**config.mk**
```make
export PLATFORM = sky130hd
export DESIGN_NAME = reset_supervisor_watchdog
export DESIGN_NICKNAME = d
export VERILOG_FILES = /design/src/supervisor_pkg.sv /design/src/pin_sync.sv /design/src/reset_supervisor_watchdog.sv
export SDC_FILE = /design/constraint.sdc
export NUM_CORES = 1
export LEC_CHECK = 0
export ABC_CLOCK_PERIOD_IN_PS = 5400
export BUFFER_PORTS_ARGS = -buffer_cell sky130_fd_sc_hd__buf_4
export CAP_MARGIN = 20
export CORE_AREA = 5 5 64 95
export CTS_CLUSTER_DIAMETER = 120
export DETAILED_ROUTE_END_ITERATION = 6
export DIE_AREA = 0 0 69 100
export GPL_ROUTABILITY_DRIVEN = 0
export GPL_TIMING_DRIVEN = 0
export PLACE_DENSITY = 0.81
export SYNTH_ARGS = -nofsm -noshare
export SYNTH_HDL_FRONTEND = slang
export SYNTH_SLANG_ARGS = --single-unit
```
**constraint.sdc**
```tcl
create_clock -name clk -period 5.4 [get_ports clk]
set_input_delay 1.08 -clock clk [delete_from_list [all_inputs] [get_ports clk]]
set_output_delay 1.08 -clock clk [all_outputs]
set_load 0.01 [all_outputs]
```
**src/supervisor_pkg.sv**
```systemverilog
// Shared constants, pin bundles and state codes of the reset supervisor.
// Assumes a single 40 MHz clock; all long times are counted in timebase ticks.
package supervisor_pkg;

  localparam int unsigned CLK_HZ       = 40_000_000;
  localparam int unsigned CLK_PERIOD_NS = 1_000_000_000 / CLK_HZ;
  localparam int unsigned TICK_NS      = 1_000_000;
  localparam int unsigned TICK_CYCLES  = TICK_NS / CLK_PERIOD_NS;
  localparam int unsigned NS_PER_MS    = 1_000_000;

  localparam int unsigned HOLD_MS      = 250;
  localparam int unsigned DEBOUNCE_MS  = 20;
  localparam int unsigned WD_SHORT_MS  = 150;
  localparam int unsigned WD_MID_MS    = 600;
  localparam int unsigned WD_LONG_MS   = 1200;

  localparam int unsigned CNT_W = 11;
  typedef logic [CNT_W-1:0] tick_cnt_t;

  // A minimum time gains one tick because the first tick may come at once
  localparam tick_cnt_t HOLD_TICKS  = tick_cnt_t'(HOLD_MS * NS_PER_MS / TICK_NS + 1);
  localparam tick_cnt_t DEB_TICKS   = tick_cnt_t'(DEBOUNCE_MS * NS_PER_MS / TICK_NS + 1);
  localparam tick_cnt_t WD_SHORT_TK = tick_cnt_t'(WD_SHORT_MS * NS_PER_MS / TICK_NS);
  localparam tick_cnt_t WD_MID_TK   = tick_cnt_t'(WD_MID_MS * NS_PER_MS / TICK_NS);
  localparam tick_cnt_t WD_LONG_TK  = tick_cnt_t'(WD_LONG_MS * NS_PER_MS / TICK_NS);
  localparam tick_cnt_t CNT_ZERO    = tick_cnt_t'(0);
  localparam tick_cnt_t CNT_ONE     = tick_cnt_t'(1);

  // Three-level strap seen as two digital bits
  typedef enum logic [1:0] {
    STRAP_LOW  = 2'b00,
    STRAP_OPEN = 2'b01,
    STRAP_HIGH = 2'b10
  } wd_strap_t;

  typedef struct packed {
    logic      supply_fail_5;
    logic      supply_fail_10;
    logic      pushbutton_reset_n;
    logic      watchdog_strobe_n;
    logic      tolerance_select;
    wd_strap_t timeout_select;
    logic      reset_n_i;
  } pin_in_t;

  localparam pin_in_t PIN_IDLE = 8'h33;

  typedef struct packed {
    logic active_high;
    logic low_o;
    logic low_oe_n;
  } reset_out_t;

  typedef enum logic {
    S_HOLD = 1'b0,
    S_RUN  = 1'b1
  } sup_state_t;

endpackage

```
**src/pin_sync.sv**
```systemverilog
// Two-flop synchroniser for a bundle of asynchronous pins.
// Assumes every bit is a slow level; no bit is read between the two flops.
`timescale 1ns/1ps
module pin_sync #(
  parameter int unsigned    WIDTH    = 8,
  parameter logic [WIDTH-1:0] IDLE_VAL = '0
) (
  input  wire logic             clk,
  input  wire logic             arst_n,
  input  wire logic [WIDTH-1:0] async_in,
  output logic      [WIDTH-1:0] sync_out
);

  logic [WIDTH-1:0] meta_q;

  always_ff @(posedge clk or negedge arst_n) begin
    if (!arst_n) begin
      meta_q   <= IDLE_VAL;
      sync_out <= IDLE_VAL;
    end else begin
      meta_q   <= async_in;
      sync_out <= meta_q;
    end
  end

endmodule

```
**src/reset_supervisor_watchdog.sv**
```systemverilog
// Reset supervisor: supply fault, debounced pushbutton and watchdog drive two reset outputs.
// Assumes asynchronous pins, one 40 MHz clock, comparator results as digital inputs.
//
// How it works
// Selected supply fault asserts both reset outputs at once.
// After the fault clears, reset stays asserted at least 250 ms.
// Pushbutton is debounced; each accepted press gives a reset of 250 ms minimum.
// Watchdog expiry without a strobe asserts both reset outputs.
// Three watchdog periods are offered: about 150 ms, 600 ms, 1.2 s.
// Tolerance select picks the 5% or the 10% supply fault indication.
// One reset output is high while reset is asserted, low otherwise.
// Complementary open-drain output pulls low during reset, released otherwise.
// Timeout select low gives 150 ms, open 600 ms, high 1.2 s.
// Each falling strobe edge restarts the full watchdog period.
// Watchdog counts only once both reset outputs are inactive.
// Pushbutton hold time is measured from the button's release.
// All times come from one free-running tick; counters restart under reset.
`timescale 1ns/1ps
module reset_supervisor_watchdog
  import supervisor_pkg::*;
#(
  parameter int unsigned TICK_LEN = TICK_CYCLES
) (
  input  wire logic    clk,
  input  wire logic    arst_n,
  input  wire pin_in_t pins,
  output reset_out_t   rst_out,
  output logic         reset_line_low
);

  localparam int unsigned PRE_W = $clog2(TICK_LEN + 1);
  localparam logic [PRE_W-1:0] PRE_LAST = PRE_W'(TICK_LEN - 1);
  localparam logic [PRE_W-1:0] PRE_ZERO = PRE_W'(0);
  localparam logic [PRE_W-1:0] PRE_ONE  = PRE_W'(1);

  function automatic tick_cnt_t wd_limit_of(input wd_strap_t sel);
    tick_cnt_t lim;
    lim = WD_MID_TK;
    unique case (sel)
      STRAP_LOW:  lim = WD_SHORT_TK;
      STRAP_HIGH: lim = WD_LONG_TK;
      default: lim = WD_MID_TK;
    endcase
    return lim;
  endfunction

  pin_in_t    pins_s;
  logic [PRE_W-1:0] pre_q;
  logic       tick;
  logic       pfail;
  logic       pb_stable_q;
  tick_cnt_t  deb_cnt_q;
  logic       strobe_prev_q;
  logic       strobe_fall;
  logic       cause;
  sup_state_t state_q;
  tick_cnt_t  hold_cnt_q;
  tick_cnt_t  wd_cnt_q;
  tick_cnt_t  wd_limit;
  logic       wd_expire;
  logic       reset_on;

  pin_sync #(
    .WIDTH    ($bits(pin_in_t)),
    .IDLE_VAL (PIN_IDLE)
  ) u_sync (
    .clk      (clk),
    .arst_n   (arst_n),
    .async_in (pins),
    .sync_out (pins_s)
  );

  // Free-running timebase; a tick is a one-cycle enable
  always_ff @(posedge clk or negedge arst_n) begin
    if (!arst_n) begin
      pre_q <= PRE_ZERO;
    end else if (pre_q == PRE_LAST) begin
      pre_q <= PRE_ZERO;
    end else begin
      pre_q <= pre_q + PRE_ONE;
    end
  end
  assign tick = (pre_q == PRE_LAST);

  // Comparator result chosen by the tolerance strap
  assign pfail = pins_s.tolerance_select ? pins_s.supply_fail_10
                                         : pins_s.supply_fail_5;

  // Debounce both edges; a level must stand for the whole window
  always_ff @(posedge clk or negedge arst_n) begin
    if (!arst_n) begin
      pb_stable_q <= 1'b1;
      deb_cnt_q   <= CNT_ZERO;
    end else if (pins_s.pushbutton_reset_n == pb_stable_q) begin
      deb_cnt_q <= CNT_ZERO;
    end else if (deb_cnt_q == DEB_TICKS) begin
      pb_stable_q <= pins_s.pushbutton_reset_n;
      deb_cnt_q   <= CNT_ZERO;
    end else if (tick) begin
      deb_cnt_q <= deb_cnt_q + CNT_ONE;
    end
  end

  always_ff @(posedge clk or negedge arst_n) begin
    if (!arst_n) begin
      strobe_prev_q <= 1'b1;
    end else begin
      strobe_prev_q <= pins_s.watchdog_strobe_n;
    end
  end
  assign strobe_fall = strobe_prev_q && !pins_s.watchdog_strobe_n;

  // While the button is held the hold count stays at zero, so it runs from release
  assign cause = pfail || !pb_stable_q;

  assign wd_limit  = wd_limit_of(pins_s.timeout_select);
  assign wd_expire = (state_q == S_RUN) && (wd_cnt_q >= wd_limit) && !strobe_fall;

  always_ff @(posedge clk or negedge arst_n) begin
    if (!arst_n) begin
      state_q <= S_HOLD;
    end else begin
      unique case (state_q)
        S_HOLD: begin
          if (!cause && hold_cnt_q == HOLD_TICKS) begin
            state_q <= S_RUN;
          end
        end
        S_RUN: begin
          if (cause || wd_expire) begin
            state_q <= S_HOLD;
          end
        end
      endcase
    end
  end

  // Hold counter restarts whenever a cause is present or reset is entered
  always_ff @(posedge clk or negedge arst_n) begin
    if (!arst_n) begin
      hold_cnt_q <= CNT_ZERO;
    end else if (state_q == S_RUN || cause) begin
      hold_cnt_q <= CNT_ZERO;
    end else if (tick && hold_cnt_q != HOLD_TICKS) begin
      hold_cnt_q <= hold_cnt_q + CNT_ONE;
    end
  end

  // Strobe edge beats a coincident tick so a late strobe is never lost
  always_ff @(posedge clk or negedge arst_n) begin
    if (!arst_n) begin
      wd_cnt_q <= CNT_ZERO;
    end else if (state_q == S_HOLD || strobe_fall) begin
      wd_cnt_q <= CNT_ZERO;
    end else if (tick && wd_cnt_q < wd_limit) begin
      wd_cnt_q <= wd_cnt_q + CNT_ONE;
    end
  end

  assign reset_on = (state_q == S_HOLD);
  // One driver for the whole bundle keeps the output a single-driver variable
  assign rst_out = '{
    active_high: reset_on,
    low_o:       1'b0,
    low_oe_n:    !reset_on
  };

  // Other devices may also pull the shared reset line low
  assign reset_line_low = !pins_s.reset_n_i;
endmodule

```
==> qor.yml, run 1 <==
outcome:
  status: "finished clean"
worst_setup_path:
  critPathKind: "flop to flop"
  critPathMaxStageDelay_ps: 570
  critPathRequiredTime_ps: 5620
  cp_max_fo: 10
  cp.buffers_inverters: 3
  cpMostUsedCell: "a31oi_1"
  crit_family: "compound AO/OA/AOI/OAI gates"
  r2r-start: "u_sync.sync_out[1]"
  r2r_cells: 11
  crit_slowest_cell: "dfstp_2"
  reg2reg_slack_ps: 2730
  crit_arrival_ps: 2890
  r2r-end: "wd_cnt_q[9]"
  crit_path_end_kind: "flop"
  cp_cell_sequence: "inv_1, nand2_1, ha_1, a31oi_1, nand2b_1, a31oi_1, or3_4, buf_6, clkbuf_1, o31ai_1, a21oi_1"
  startpoint_type: "flop"
clocking:
  clk_pin_slew_ps: 80
  insertion_delay_ps: 350
  cts_resized: 0
  postCtsHoldBufs: 0
  cts_tree: "done"
  clock_path_buffers: 2
  cts.sinks: 68
  h-tree-depth: 3
  cts_setup_buffers: 0
  cts.root.buffer_cell: "clkbuf_8"
  cts_made_buffers: 9
cells_and_area:
  final_design_area_no_fill_mm2: 0.003616
  nets: 358
  num_antenna_cells: 0
  drive_gt1_share_pct: 14.41
  area_growth_pct: 11.97
logic_synthesis:
  ys_ff_latch: 68
  syn_inst: 312
  ys.flop_type: "dfrtp_1"
  synthDistinctLibCells: 39
  async_reset_ff_share_pct: 100.0
  yosysSeqAreaShare_pct: 53.08
  synth.net_count: 335
  synth_edf_count: 0
  yosys_warnings: 0
  syn_area_mm2: 0.003229
  syn_area_per_cell_um2: 10.35
global_route:
  gr-usage-all-layers_pct: 20.28
  grt_pass1_wl_um: 11350
  antenna_found_initial: 0
  grt_pass1_vias: 2499
  grt_max_degree: 69
  overflow: 0
timing:
  fin_ws_ps: 2731
  finClkSkew_ps: 8.801
  hold_viol: 0
  rsz0062_at_grt: "false"
  worst_pin_slew_ps: 821.1
  slew_viol_final: 0
  finalSetupTns_ps: 0
  fmax_ghz: 0.3747
  maxSlewHeadroom_pct: 45.26
  layout_min_cycle_time_ps: 2669
  period_share_pct: 49.43
  finalSetupViolations: 0
hold_path:
  min-delay-start: "u_sync.meta_q[3]"
  hp-class: "flop to flop"
  whs_endpoint: "u_sync.sync_out[3]"
  holdPathStages: 0
pwr:
  ir_worst_vdd_v: 0.0002151
  p_int_uw: 764.6
  switching_share_pct: 22.56
  power_switching_uw: 222.8
  power.density_mw_per_mm2: 273.1
  clock_power_share_pct: 44.8
  leakagePower_uw: 0.001496
  p_seq_share_pct: 52.7
  comb_power_share_pct: 2.5
route:
  wl_per_cell_um: 15.38
  ant_nets: 0
  dr.pass1.iters: 4
  via_per_inst: 5.730
  finalWirelength_um: 6273
  vias: 2338
  drc_errors: 0
  initialDrtViolationCount: 117
die:
  row_count: 32
  start_util_pct: 63.01
  die_h_um: 100
  io_pins: 14
  core_area_mm2: 0.005125
  die-area_mm2: 0.006900
  die_w_um: 69
placement:
  dpl_cell_area_mm2: 0.003405
  place_hpwl_um: 4241
  place_ws_ps: 2752
  portBuffers: 12
run:
  maxCapViolations: 0
[kinds of logic after synthesis]
family,synth area share [%]
and+or+nand+nor,22.28
DFF,53.08
AOI/OAI and AO/OA,6.897
xor gates and xnor gates,8.136
buffers and inverters,3.487
adders and majority gates,5.037
muxes,0.9686
other,0.1161
[power by group through the flow]
stage,registers [uW],logic (uW),clock network (uW)
2_1_floorplan,530,7.70,0
3_3_place_gp,530,23.8,0
3_5_place_dp,530,25.0,0
4_1_cts,521,25.4,445
5_1_grt,521,28.9,468
6_report,521,24.5,442
[synthesized netlist by cell type, drive strengths merged (5+ instances only)]
cell / number / share of area [%]
a21oi: 19 / 2.9
and3: 9 / 1.7
buf: 5 / 1.4
clkbuf: 7 / 0.81
dfrtp: 58 / 45
dfstp: 10 / 8.1
ha: 13 / 5.0
inv: 11 / 1.3
nand2: 20 / 2.3
nand3: 22 / 3.8
nand4: 9 / 1.7
nor2: 32 / 3.7
nor3: 8 / 1.2
o21ai: 14 / 2.2
or3: 14 / 2.9
xnor2: 17 / 4.6
xor2: 13 / 3.5
[worst max path at each step]
stage / end / depth (start not counted) / slack [ps] / start
2_1_floorplan: wd_cnt_q[9] / 9 / 2950 / u_sync.sync_out[1]
4_1_cts: wd_cnt_q[9] / 11 / 2740 / u_sync.sync_out[1]
5_1_grt: wd_cnt_q[9] / 11 / 2570 / u_sync.sync_out[1]
3_3_place_gp: wd_cnt_q[9] / 11 / 2810 / u_sync.sync_out[1]
6_report: wd_cnt_q[9] / 11 / 2730 / u_sync.sync_out[1]
3_5_place_dp: wd_cnt_q[9] / 11 / 2750 / u_sync.sync_out[1]
[per-stage QoR]
step | std cells | util (%) | hold WS, ps | power, uW
after floorplan | 312 | - | 331.2 | 537.3
after global placement | 392 | 66.43 | 331.6 | 553.9
after detailed placement | 392 | 66.43 | 336.4 | 555.4
after CTS | 408 | 70.56 | 353.3 | 991.5
after global routing | 408 | 70.56 | 362.8 | 1018
final | 408 | 70.56 | 354.5 | 987.4
[flip-flops by register name, indices dropped and copies added (netlist names)]
register and flops:
pre_q 16, deb_cnt_q 11, hold_cnt_q 11, wd_cnt_q 11, u_sync.meta_q 8, u_sync.sync_out 8
pb_stable_q 1, state_q 1, strobe_prev_q 1
[placed cells by master, fill, tap and decap left out, drive strengths merged, types with 14 or more instances in the layout]
| cell | count |
|---|---|
| a21oi | 19 |
| buf | 17 |
| clkbuf | 18 |
| dfrtp | 58 |
| nand2 | 20 |
| nand3 | 22 |
| nor2 | 32 |
| o21ai | 14 |
| or3 | 14 |
| xnor2 | 17 |
[final cells by class]
class                           instances  area (um2)
Buffer                                 12       71.32
Clock buffer                           11       151.4
Clock inverter                          5       60.06
Fill cell                             407        1509
Inverter                               11       41.29
Multi-Input combinational cell        221        1403
Sequential cell                        68        1714
Tap cell                               68       85.08
Timing Repair Buffer                   12       90.09
[worst register-to-register path, stage by stage, from the launching register on]
cell      delay (ps)
dfstp_2          570
inv_1             90
nand2_1           90
ha_1             240
a31oi_1          220
nand2b_1         140
a31oi_1           80
or3_4            340
buf_6            140
clkbuf_1         240
o31ai_1          290
a21oi_1          100
[per-layer routing]
layer | wire (um) | GRT usage [%] | up-vias | part of all wire [%]
li1 | - | - | 1130 | -
met1 | 2540 | 22.62 | 1153 | 40
met2 | 3421 | 37.50 | 41 | 55
met3 | 173 | 4.309 | 14 | 2.8
met4 | 138 | 7.820 | 0 | 2.2
met5 | 0 | 0 | - | 0
Note: power is estimated with default switching activity, not from simulation.
==> inputs of run 2 (changes only) <==
--- a/config.mk
+++ b/config.mk
@@ -5,16 +5,16 @@
 export SDC_FILE = /design/constraint.sdc
 export NUM_CORES = 1
 export LEC_CHECK = 0
-export ABC_CLOCK_PERIOD_IN_PS = 5400
+export ABC_CLOCK_PERIOD_IN_PS = 2450
 export BUFFER_PORTS_ARGS = -buffer_cell sky130_fd_sc_hd__buf_4
 export CAP_MARGIN = 20
-export CORE_AREA = 5 5 64 95
+export CORE_AREA = 5 5 69 102
 export CTS_CLUSTER_DIAMETER = 120
 export DETAILED_ROUTE_END_ITERATION = 6
-export DIE_AREA = 0 0 69 100
+export DIE_AREA = 0 0 74 107
 export GPL_ROUTABILITY_DRIVEN = 0
 export GPL_TIMING_DRIVEN = 0
-export PLACE_DENSITY = 0.81
+export PLACE_DENSITY = 0.74
 export SYNTH_ARGS = -nofsm -noshare
 export SYNTH_HDL_FRONTEND = slang
 export SYNTH_SLANG_ARGS = --single-unit
==> constraint.sdc (replaced) <==
create_clock -name clk -period 2.45 [get_ports clk]
set_input_delay 0.49 -clock clk [delete_from_list [all_inputs] [get_ports clk]]
set_output_delay 0.49 -clock clk [all_outputs]
set_load 0.01 [all_outputs]
==> run 2 against run 1 <==
The run now ends with negative setup slack left. Global-route usage decreased by 2.4 points. Clock skew is 0.93 ps higher. First-iteration DRC count is 46% higher. Via count rose by 3.5%. Critical endpoint unchanged. Highest routed layer unchanged.
==> qor.yml, run 2 (synthesis gave the netlist of run 1 again) <==
global_route:
  grt_max_degree: 69  # unchanged
  antenna_found_initial: 0  # unchanged
  grt_pass1_wl_um: 10950  # -3.5%
  overflow: 0  # unchanged
  grt_pass1_vias: 2485  # -0.56%
  gr-usage-all-layers_pct: 17.92  # -2.4 points
route:
  dr.pass1.iters: 5  # +1
  ant_nets: 0  # unchanged
  wl_per_cell_um: 15.95  # +3.7%
  initialDrtViolationCount: 171  # +46%
  vias: 2419  # +3.5%
  via_per_inst: 5.746  # +0.27%
  finalWirelength_um: 6715  # +7.0%
  drc_errors: 0  # unchanged
placement:
  place_hpwl_um: 4122  # -2.8%
  portBuffers: 12  # unchanged
timing:
  finClkSkew_ps: 9.729  # +0.9276 ps
  period_share_pct: 103.6  # +54 points
  worst_pin_slew_ps: 830.4  # +9.380 ps
  maxSlewHeadroom_pct: 44.64  # -0.63 points
  hold_viol: 0  # unchanged
  hold_ws_ps: 224.0  # -130.5 ps
  rsz0062_at_grt: "true"
  layout_min_cycle_time_ps: 2539  # -130.4 ps
  fin_ws_ps: -88.76  # -2820 ps
  fmax_ghz: 0.3939  # +5.1%
  finalSetupViolations: 4  # +4
  finalSetupTns_ps: -223.1  # -223.1 ps
  slew_viol_final: 0  # unchanged
cells_and_area:
  area_growth_pct: 19.22
  final_common_cell: "dfrtp_1"
  largest_register_ffs: 16  # unchanged
  nets: 365  # +2.0%
  top_register: "pre_q"
  final.fill_count: 476  # +17%
  final_cell_mix: "58 x dfrtp_1, 31 x nor2_1, 23 x buf_4"
  drive_gt1_share_pct: 21.90  # +7.5 points
  num_antenna_cells: 0  # unchanged
die:
  start_util_pct: 53.05  # -10 points
  die-area_mm2: 0.007918  # +15%
  row_count: 35  # +9.4%
  core_area_mm2: 0.006087  # +19%
  die_w_um: 74  # +7.2%
  io_pins: 14  # unchanged
  die_h_um: 107  # +7.0%
outcome:
  status: "finished, violations left"
  violations: "negative setup slack"
clocking:
  clock_path_buffers: 2  # unchanged
  insertion_delay_ps: 350  # about the same
  cts_made_buffers: 9  # unchanged
  h-tree-depth: 3  # unchanged
  cts_tree: "done"
  clk_pin_slew_ps: 80  # about the same
  cts.sinks: 68  # unchanged
  cts.root.buffer_cell: "clkbuf_8"
worst_setup_path:
  critPathKind: "flop to flop"
  cp_cell_sequence: "inv_1, ha_4, nand4_1, o21bai_4, a31oi_4, or3_4, buf_6, or4_1, a21oi_1"
  cp_max_fo: 8  # -2
  critPathRequiredTime_ps: 2720  # -2900 ps
  critPathMaxStageDelay_ps: 600  # +30 ps
  crit_path_end_kind: "flop"
  crit_arrival_ps: 2810  # -80 ps
  crit_slowest_cell: "dfstp_2"
  startpoint_type: "flop"
pwr:
  ir_worst_vdd_v: 0.0003942  # +83%
  power_uw: 2180  # +120%
  leakagePower_uw: 0.001566  # +4.7%
  power.density_mw_per_mm2: 566.3  # +110%
hold_path:
  hp-class: "input pin to asynchronous set/reset pin"
run:
  maxCapViolations: 0  # unchanged
[run 2: repair_timing]
item                                    in CTS  in global routing
resized for setup                           11                 24
hold buffers                                 0                  0
endpoints found under the setup margin      11                 12
pin swaps                                   13                  9
buffers inserted                             6                  1
[run 2: stage by stage]
step / worst slack [ps] / cells / area (um2) / util, %
6_report: -88.76 / 421 / 3850 / 63.25
3_3_place_gp: -168.6 / 398 / 3412 / 56.05
3_5_place_dp: -232.8 / 398 / 3412 / 56.05
5_1_grt: -190.0 / 421 / 3850 / 63.25
4_1_cts: -89.52 / 420 / 3717 / 61.07
2_1_floorplan: 1.136 / 312 / 3229 / -
[run 2: worst paths after layout]
kind	startpoint	cells past startpoint	end	slack (ps)
max	u_sync.sync_out[1]	9	wd_cnt_q[9]	-90
min in group clk	pins[4]	1	u_sync.meta_q[4]	240
min reg2reg	u_sync.meta_q[6]	0	u_sync.sync_out[6]	350
max in group asynchronous	arst_n	1	deb_cnt_q[2]	1660
min	arst_n	1	hold_cnt_q[6]	220
max reg2reg	u_sync.sync_out[1]	9	wd_cnt_q[9]	-90
[run 2: worst max-delay path: cells and delay by family, from the launching register on]
family,cells,cell delay [ps]
fa+ha+maj,1,240
buf+inv,2,240
flops,1,600
compound gates,3,420
simple gates,3,970
[run 2: report_power, final]
part	internal [uW]	switching [uW]	total [uW]
Clock	487	473	960
Combinational	28.4	43.6	72.0
Sequential	1140	6.78	1150
[run 2: final cells by class]
class                           instances  area (um2)  share of cell area, %
Sequential cell                        68        1714                  44.52
Multi-Input combinational cell        221        1573                  40.85
Timing Repair Buffer                   19       142.6                  3.705
Clock buffer                            9       123.9                  3.217
Tap cell                               74       92.59                  2.405
Clock inverter                          7       83.83                  2.177
Buffer                                 12       76.32                  1.982
Inverter                               11       43.79                  1.137
[run 2: layer usage]
metal / GRT usage, % / wire length [um] / up-vias
met5: 0 / 0 / -
met4: 10.10 / 141 / 0
met3: 3.846 / 257 / 14
met2: 30.52 / 3706 / 52
met1: 20.13 / 2610 / 1211
li1: - / - / 1142
==> inputs of run 3 (changes only) <==
--- a/config.mk
+++ b/config.mk
@@ -14,7 +14,8 @@
 export DIE_AREA = 0 0 74 107
 export GPL_ROUTABILITY_DRIVEN = 0
 export GPL_TIMING_DRIVEN = 0
-export PLACE_DENSITY = 0.74
+export PLACE_DENSITY = 0.75
+export REMOVE_ABC_BUFFERS = 1
 export SYNTH_ARGS = -nofsm -noshare
 export SYNTH_HDL_FRONTEND = slang
 export SYNTH_SLANG_ARGS = --single-unit
==> run 3 against run 2 <==
The run still ends with negative setup slack left. Core utilization decreased by 1.2 points. Critical path depth did not move. Design area down 1.9%. Sequential share of layout area is 0.86 points higher. First-iteration DRC count decreased by 19%. Largest cell class unchanged. Register-to-register slack better by 70 ps. Maximum frequency increased by 2.8%. Clock-buffer cell count is 6 higher. Worst setup slack better by 70 ps. Via count fell by 5.2%. Flip-flop and latch count did not move. Non-clock buffer count is 10 lower.
==> qor.yml, run 3 (synthesis gave the netlist of run 1 again) <==
global_route:
  antenna_found_initial: 0  # unchanged
  grt_pass1_wl_um: 10490  # -4.2%
  grt_max_degree: 69  # unchanged
  gr-usage-all-layers_pct: 17.19  # -0.74 points
  overflow: 0  # unchanged
  grt_pass1_vias: 2376  # -4.4%
worst_setup_path:
  r2r-end: "wd_cnt_q[9]"
  crit_path_end_kind: "flop"
  crit_family: "simple AND/OR/NAND/NOR gates"
  critPathCapture: "wd_cnt_q[9]"
  r2r_cells: 9  # unchanged
  crit_slowest_cell: "dfstp_2"
  cp.depth: 9  # unchanged
  r2r-start: "u_sync.sync_out[1]"
  startpoint_type: "flop"
  reg2reg_slack_ps: -20  # +70 ps
  critPathMaxStageDelay_ps: 550  # -50 ps
  cp_cell_sequence: "inv_2, nand2_4, ha_4, a31oi_4, nand2b_4, a31oi_4, or3_4, or4_4, a21oi_2"
  cp.buffers_inverters: 1  # -1
  crit_arrival_ps: 2740  # -70 ps
  critPathKind: "flop to flop"
  critPathLaunch: "u_sync.sync_out[1]"
  cpMostUsedCell: "a31oi_4"
  cp_max_fo: 8  # unchanged
  critPathRequiredTime_ps: 2720  # about the same
cells_and_area:
  final_common_cell: "dfrtp_1"
  drive_gt1_share_pct: 21.60  # -0.30 points
  num_antenna_cells: 0  # unchanged
  final_cell_mix: "58 x dfrtp_1, 32 x nor2_1, 21 x nand3_1"
  post-route-util_pct: 62.06  # -1.2 points
  largest_register_ffs: 16  # unchanged
  area_growth_pct: 16.97
  nets: 356  # -2.5%
  top_register: "pre_q"
placement:
  portBuffers: 12  # unchanged
  place_hpwl_um: 3734  # -9.4%
pwr:
  leakagePower_uw: 0.001543  # -1.5%
  ir_worst_vdd_v: 0.0004557  # +16%
  power.density_mw_per_mm2: 569.9  # +0.64%
  power_uw: 2153  # -1.3%
route:
  wl_met3_um: 193  # -25%
  top_layer: "met4"
  initialDrtViolationCount: 138  # -19%
  via_per_inst: 5.566  # -3.1%
  drc_errors: 0  # unchanged
  dr.pass1.iters: 4  # -1
  wl_per_cell_um: 14.64  # -8.2%
  wl_met1_um: 2564  # -1.8%
  vias: 2293  # -5.2%
  finalWirelength_um: 6030  # -10%
  wl_met2_um: 3090  # -17%
  ant_nets: 0  # unchanged
die:
  die-area_mm2: 0.007918  # unchanged
  die_w_um: 74  # unchanged
  row_count: 35  # unchanged
  io_pins: 14  # unchanged
  start_util_pct: 53.05  # unchanged
  core_area_mm2: 0.006087  # unchanged
  die_h_um: 107  # unchanged
run:
  maxCapViolations: 0  # unchanged
timing:
  maxSlewHeadroom_pct: 45.08  # +0.45 points
  fmax_ghz: 0.4050  # +2.8%
  rsz0062_at_grt: "true"
  slew_viol_final: 0  # unchanged
  hold_viol: 0  # unchanged
  finClkSkew_ps: 9.172  # -0.5562 ps
  fin_ws_ps: -18.89  # +69.87 ps
  layout_min_cycle_time_ps: 2469  # -69.87 ps
  finalSetupViolations: 3  # -1
  worst_pin_slew_ps: 823.8  # -6.679 ps
  period_share_pct: 100.8  # -2.9 points
clocking:
  cts_tree: "done"
  clk_pin_slew_ps: 70  # about the same
  cts_made_buffers: 9  # unchanged
  insertion_delay_ps: 340  # about the same
  cts.root.buffer_cell: "clkbuf_8"
  h-tree-depth: 3  # unchanged
  cts.sinks: 68  # unchanged
  clock_path_buffers: 2  # unchanged
hold_path:
  holdPathStages: 1
  hp-class: "input pin to flop"
outcome:
  status: "finished, violations left"
  violations: "negative setup slack"
==> run 3: cell count changes in the layout (fill, tap and decap cells not counted), sizes merged <==
cell,delta
clkinv,-2
inv,-3
or3,+1
clkinvlp,-1
buf,-4
==> run 3: layer usage <==
metal / GRT usage (%) / vias to the layer above
met5: 0 / -
met4: 9.326 / 0
met3: 3.846 / 15
met2: 27.28 / 36
met1: 21.30 / 1109
li1: - / 1133
==> run 3: stage by stage <==
step | cell area (um2) | hold WS [ps] | setup TNS (ps) | instances | setup WS, ps
final | 3777 | 253.1 | -30.47 | 412 | -18.89
after CTS | 3659 | 232.8 | 0 | 412 | 0.6202
after global placement | 3341 | 332.2 | -259.4 | 386 | -123.8
after detailed placement | 3348 | 336.2 | -328.2 | 387 | -144.2
after floorplan | 3158 | 194.4 | 0 | 300 | 25.79
after global routing | 3777 | 232.8 | -411.1 | 412 | -95.06
==> run 3: area by class of cell <==
cell class / instances / area (um2)
clock inverters: 1 / 30.03
well taps: 74 / 92.59
multi-input cells: 222 / 1558
inverters: 11 / 41.29
fillers: 497 / 2310
flip-flops and latches: 68 / 1714
repair buffers: 21 / 165.2
clock buffers: 15 / 176.4
==> run 3: what timing repair did <==
action / in CTS / in global routing
setup endpoints to repair: 6 / 7
gates resized for setup: 8 / 22
pin swaps: 11 / 8
setup buffers: 8 / 0
cloned: 1 / 0
hold buffers: 0 / 0
==> run 3: report_power, final <==
part | switching (uW) | leakage, uW | internal [uW]
registers | 5.45 | 0.000883 | 1140
clock network | 386 | 0.000104 | 555
logic | 39.9 | 0.000556 | 22.7
==> run 3: worst min path at each step <==
stage                startpoint                  to
6_report                pins[5]    u_sync.meta_q[5]
5_1_grt                 pins[5]    u_sync.meta_q[5]
4_1_cts                 pins[6]    u_sync.meta_q[6]
3_5_place_dp   u_sync.meta_q[2]  u_sync.sync_out[2]
3_3_place_gp   u_sync.meta_q[7]  u_sync.sync_out[7]
2_1_floorplan            arst_n        deb_cnt_q[0]
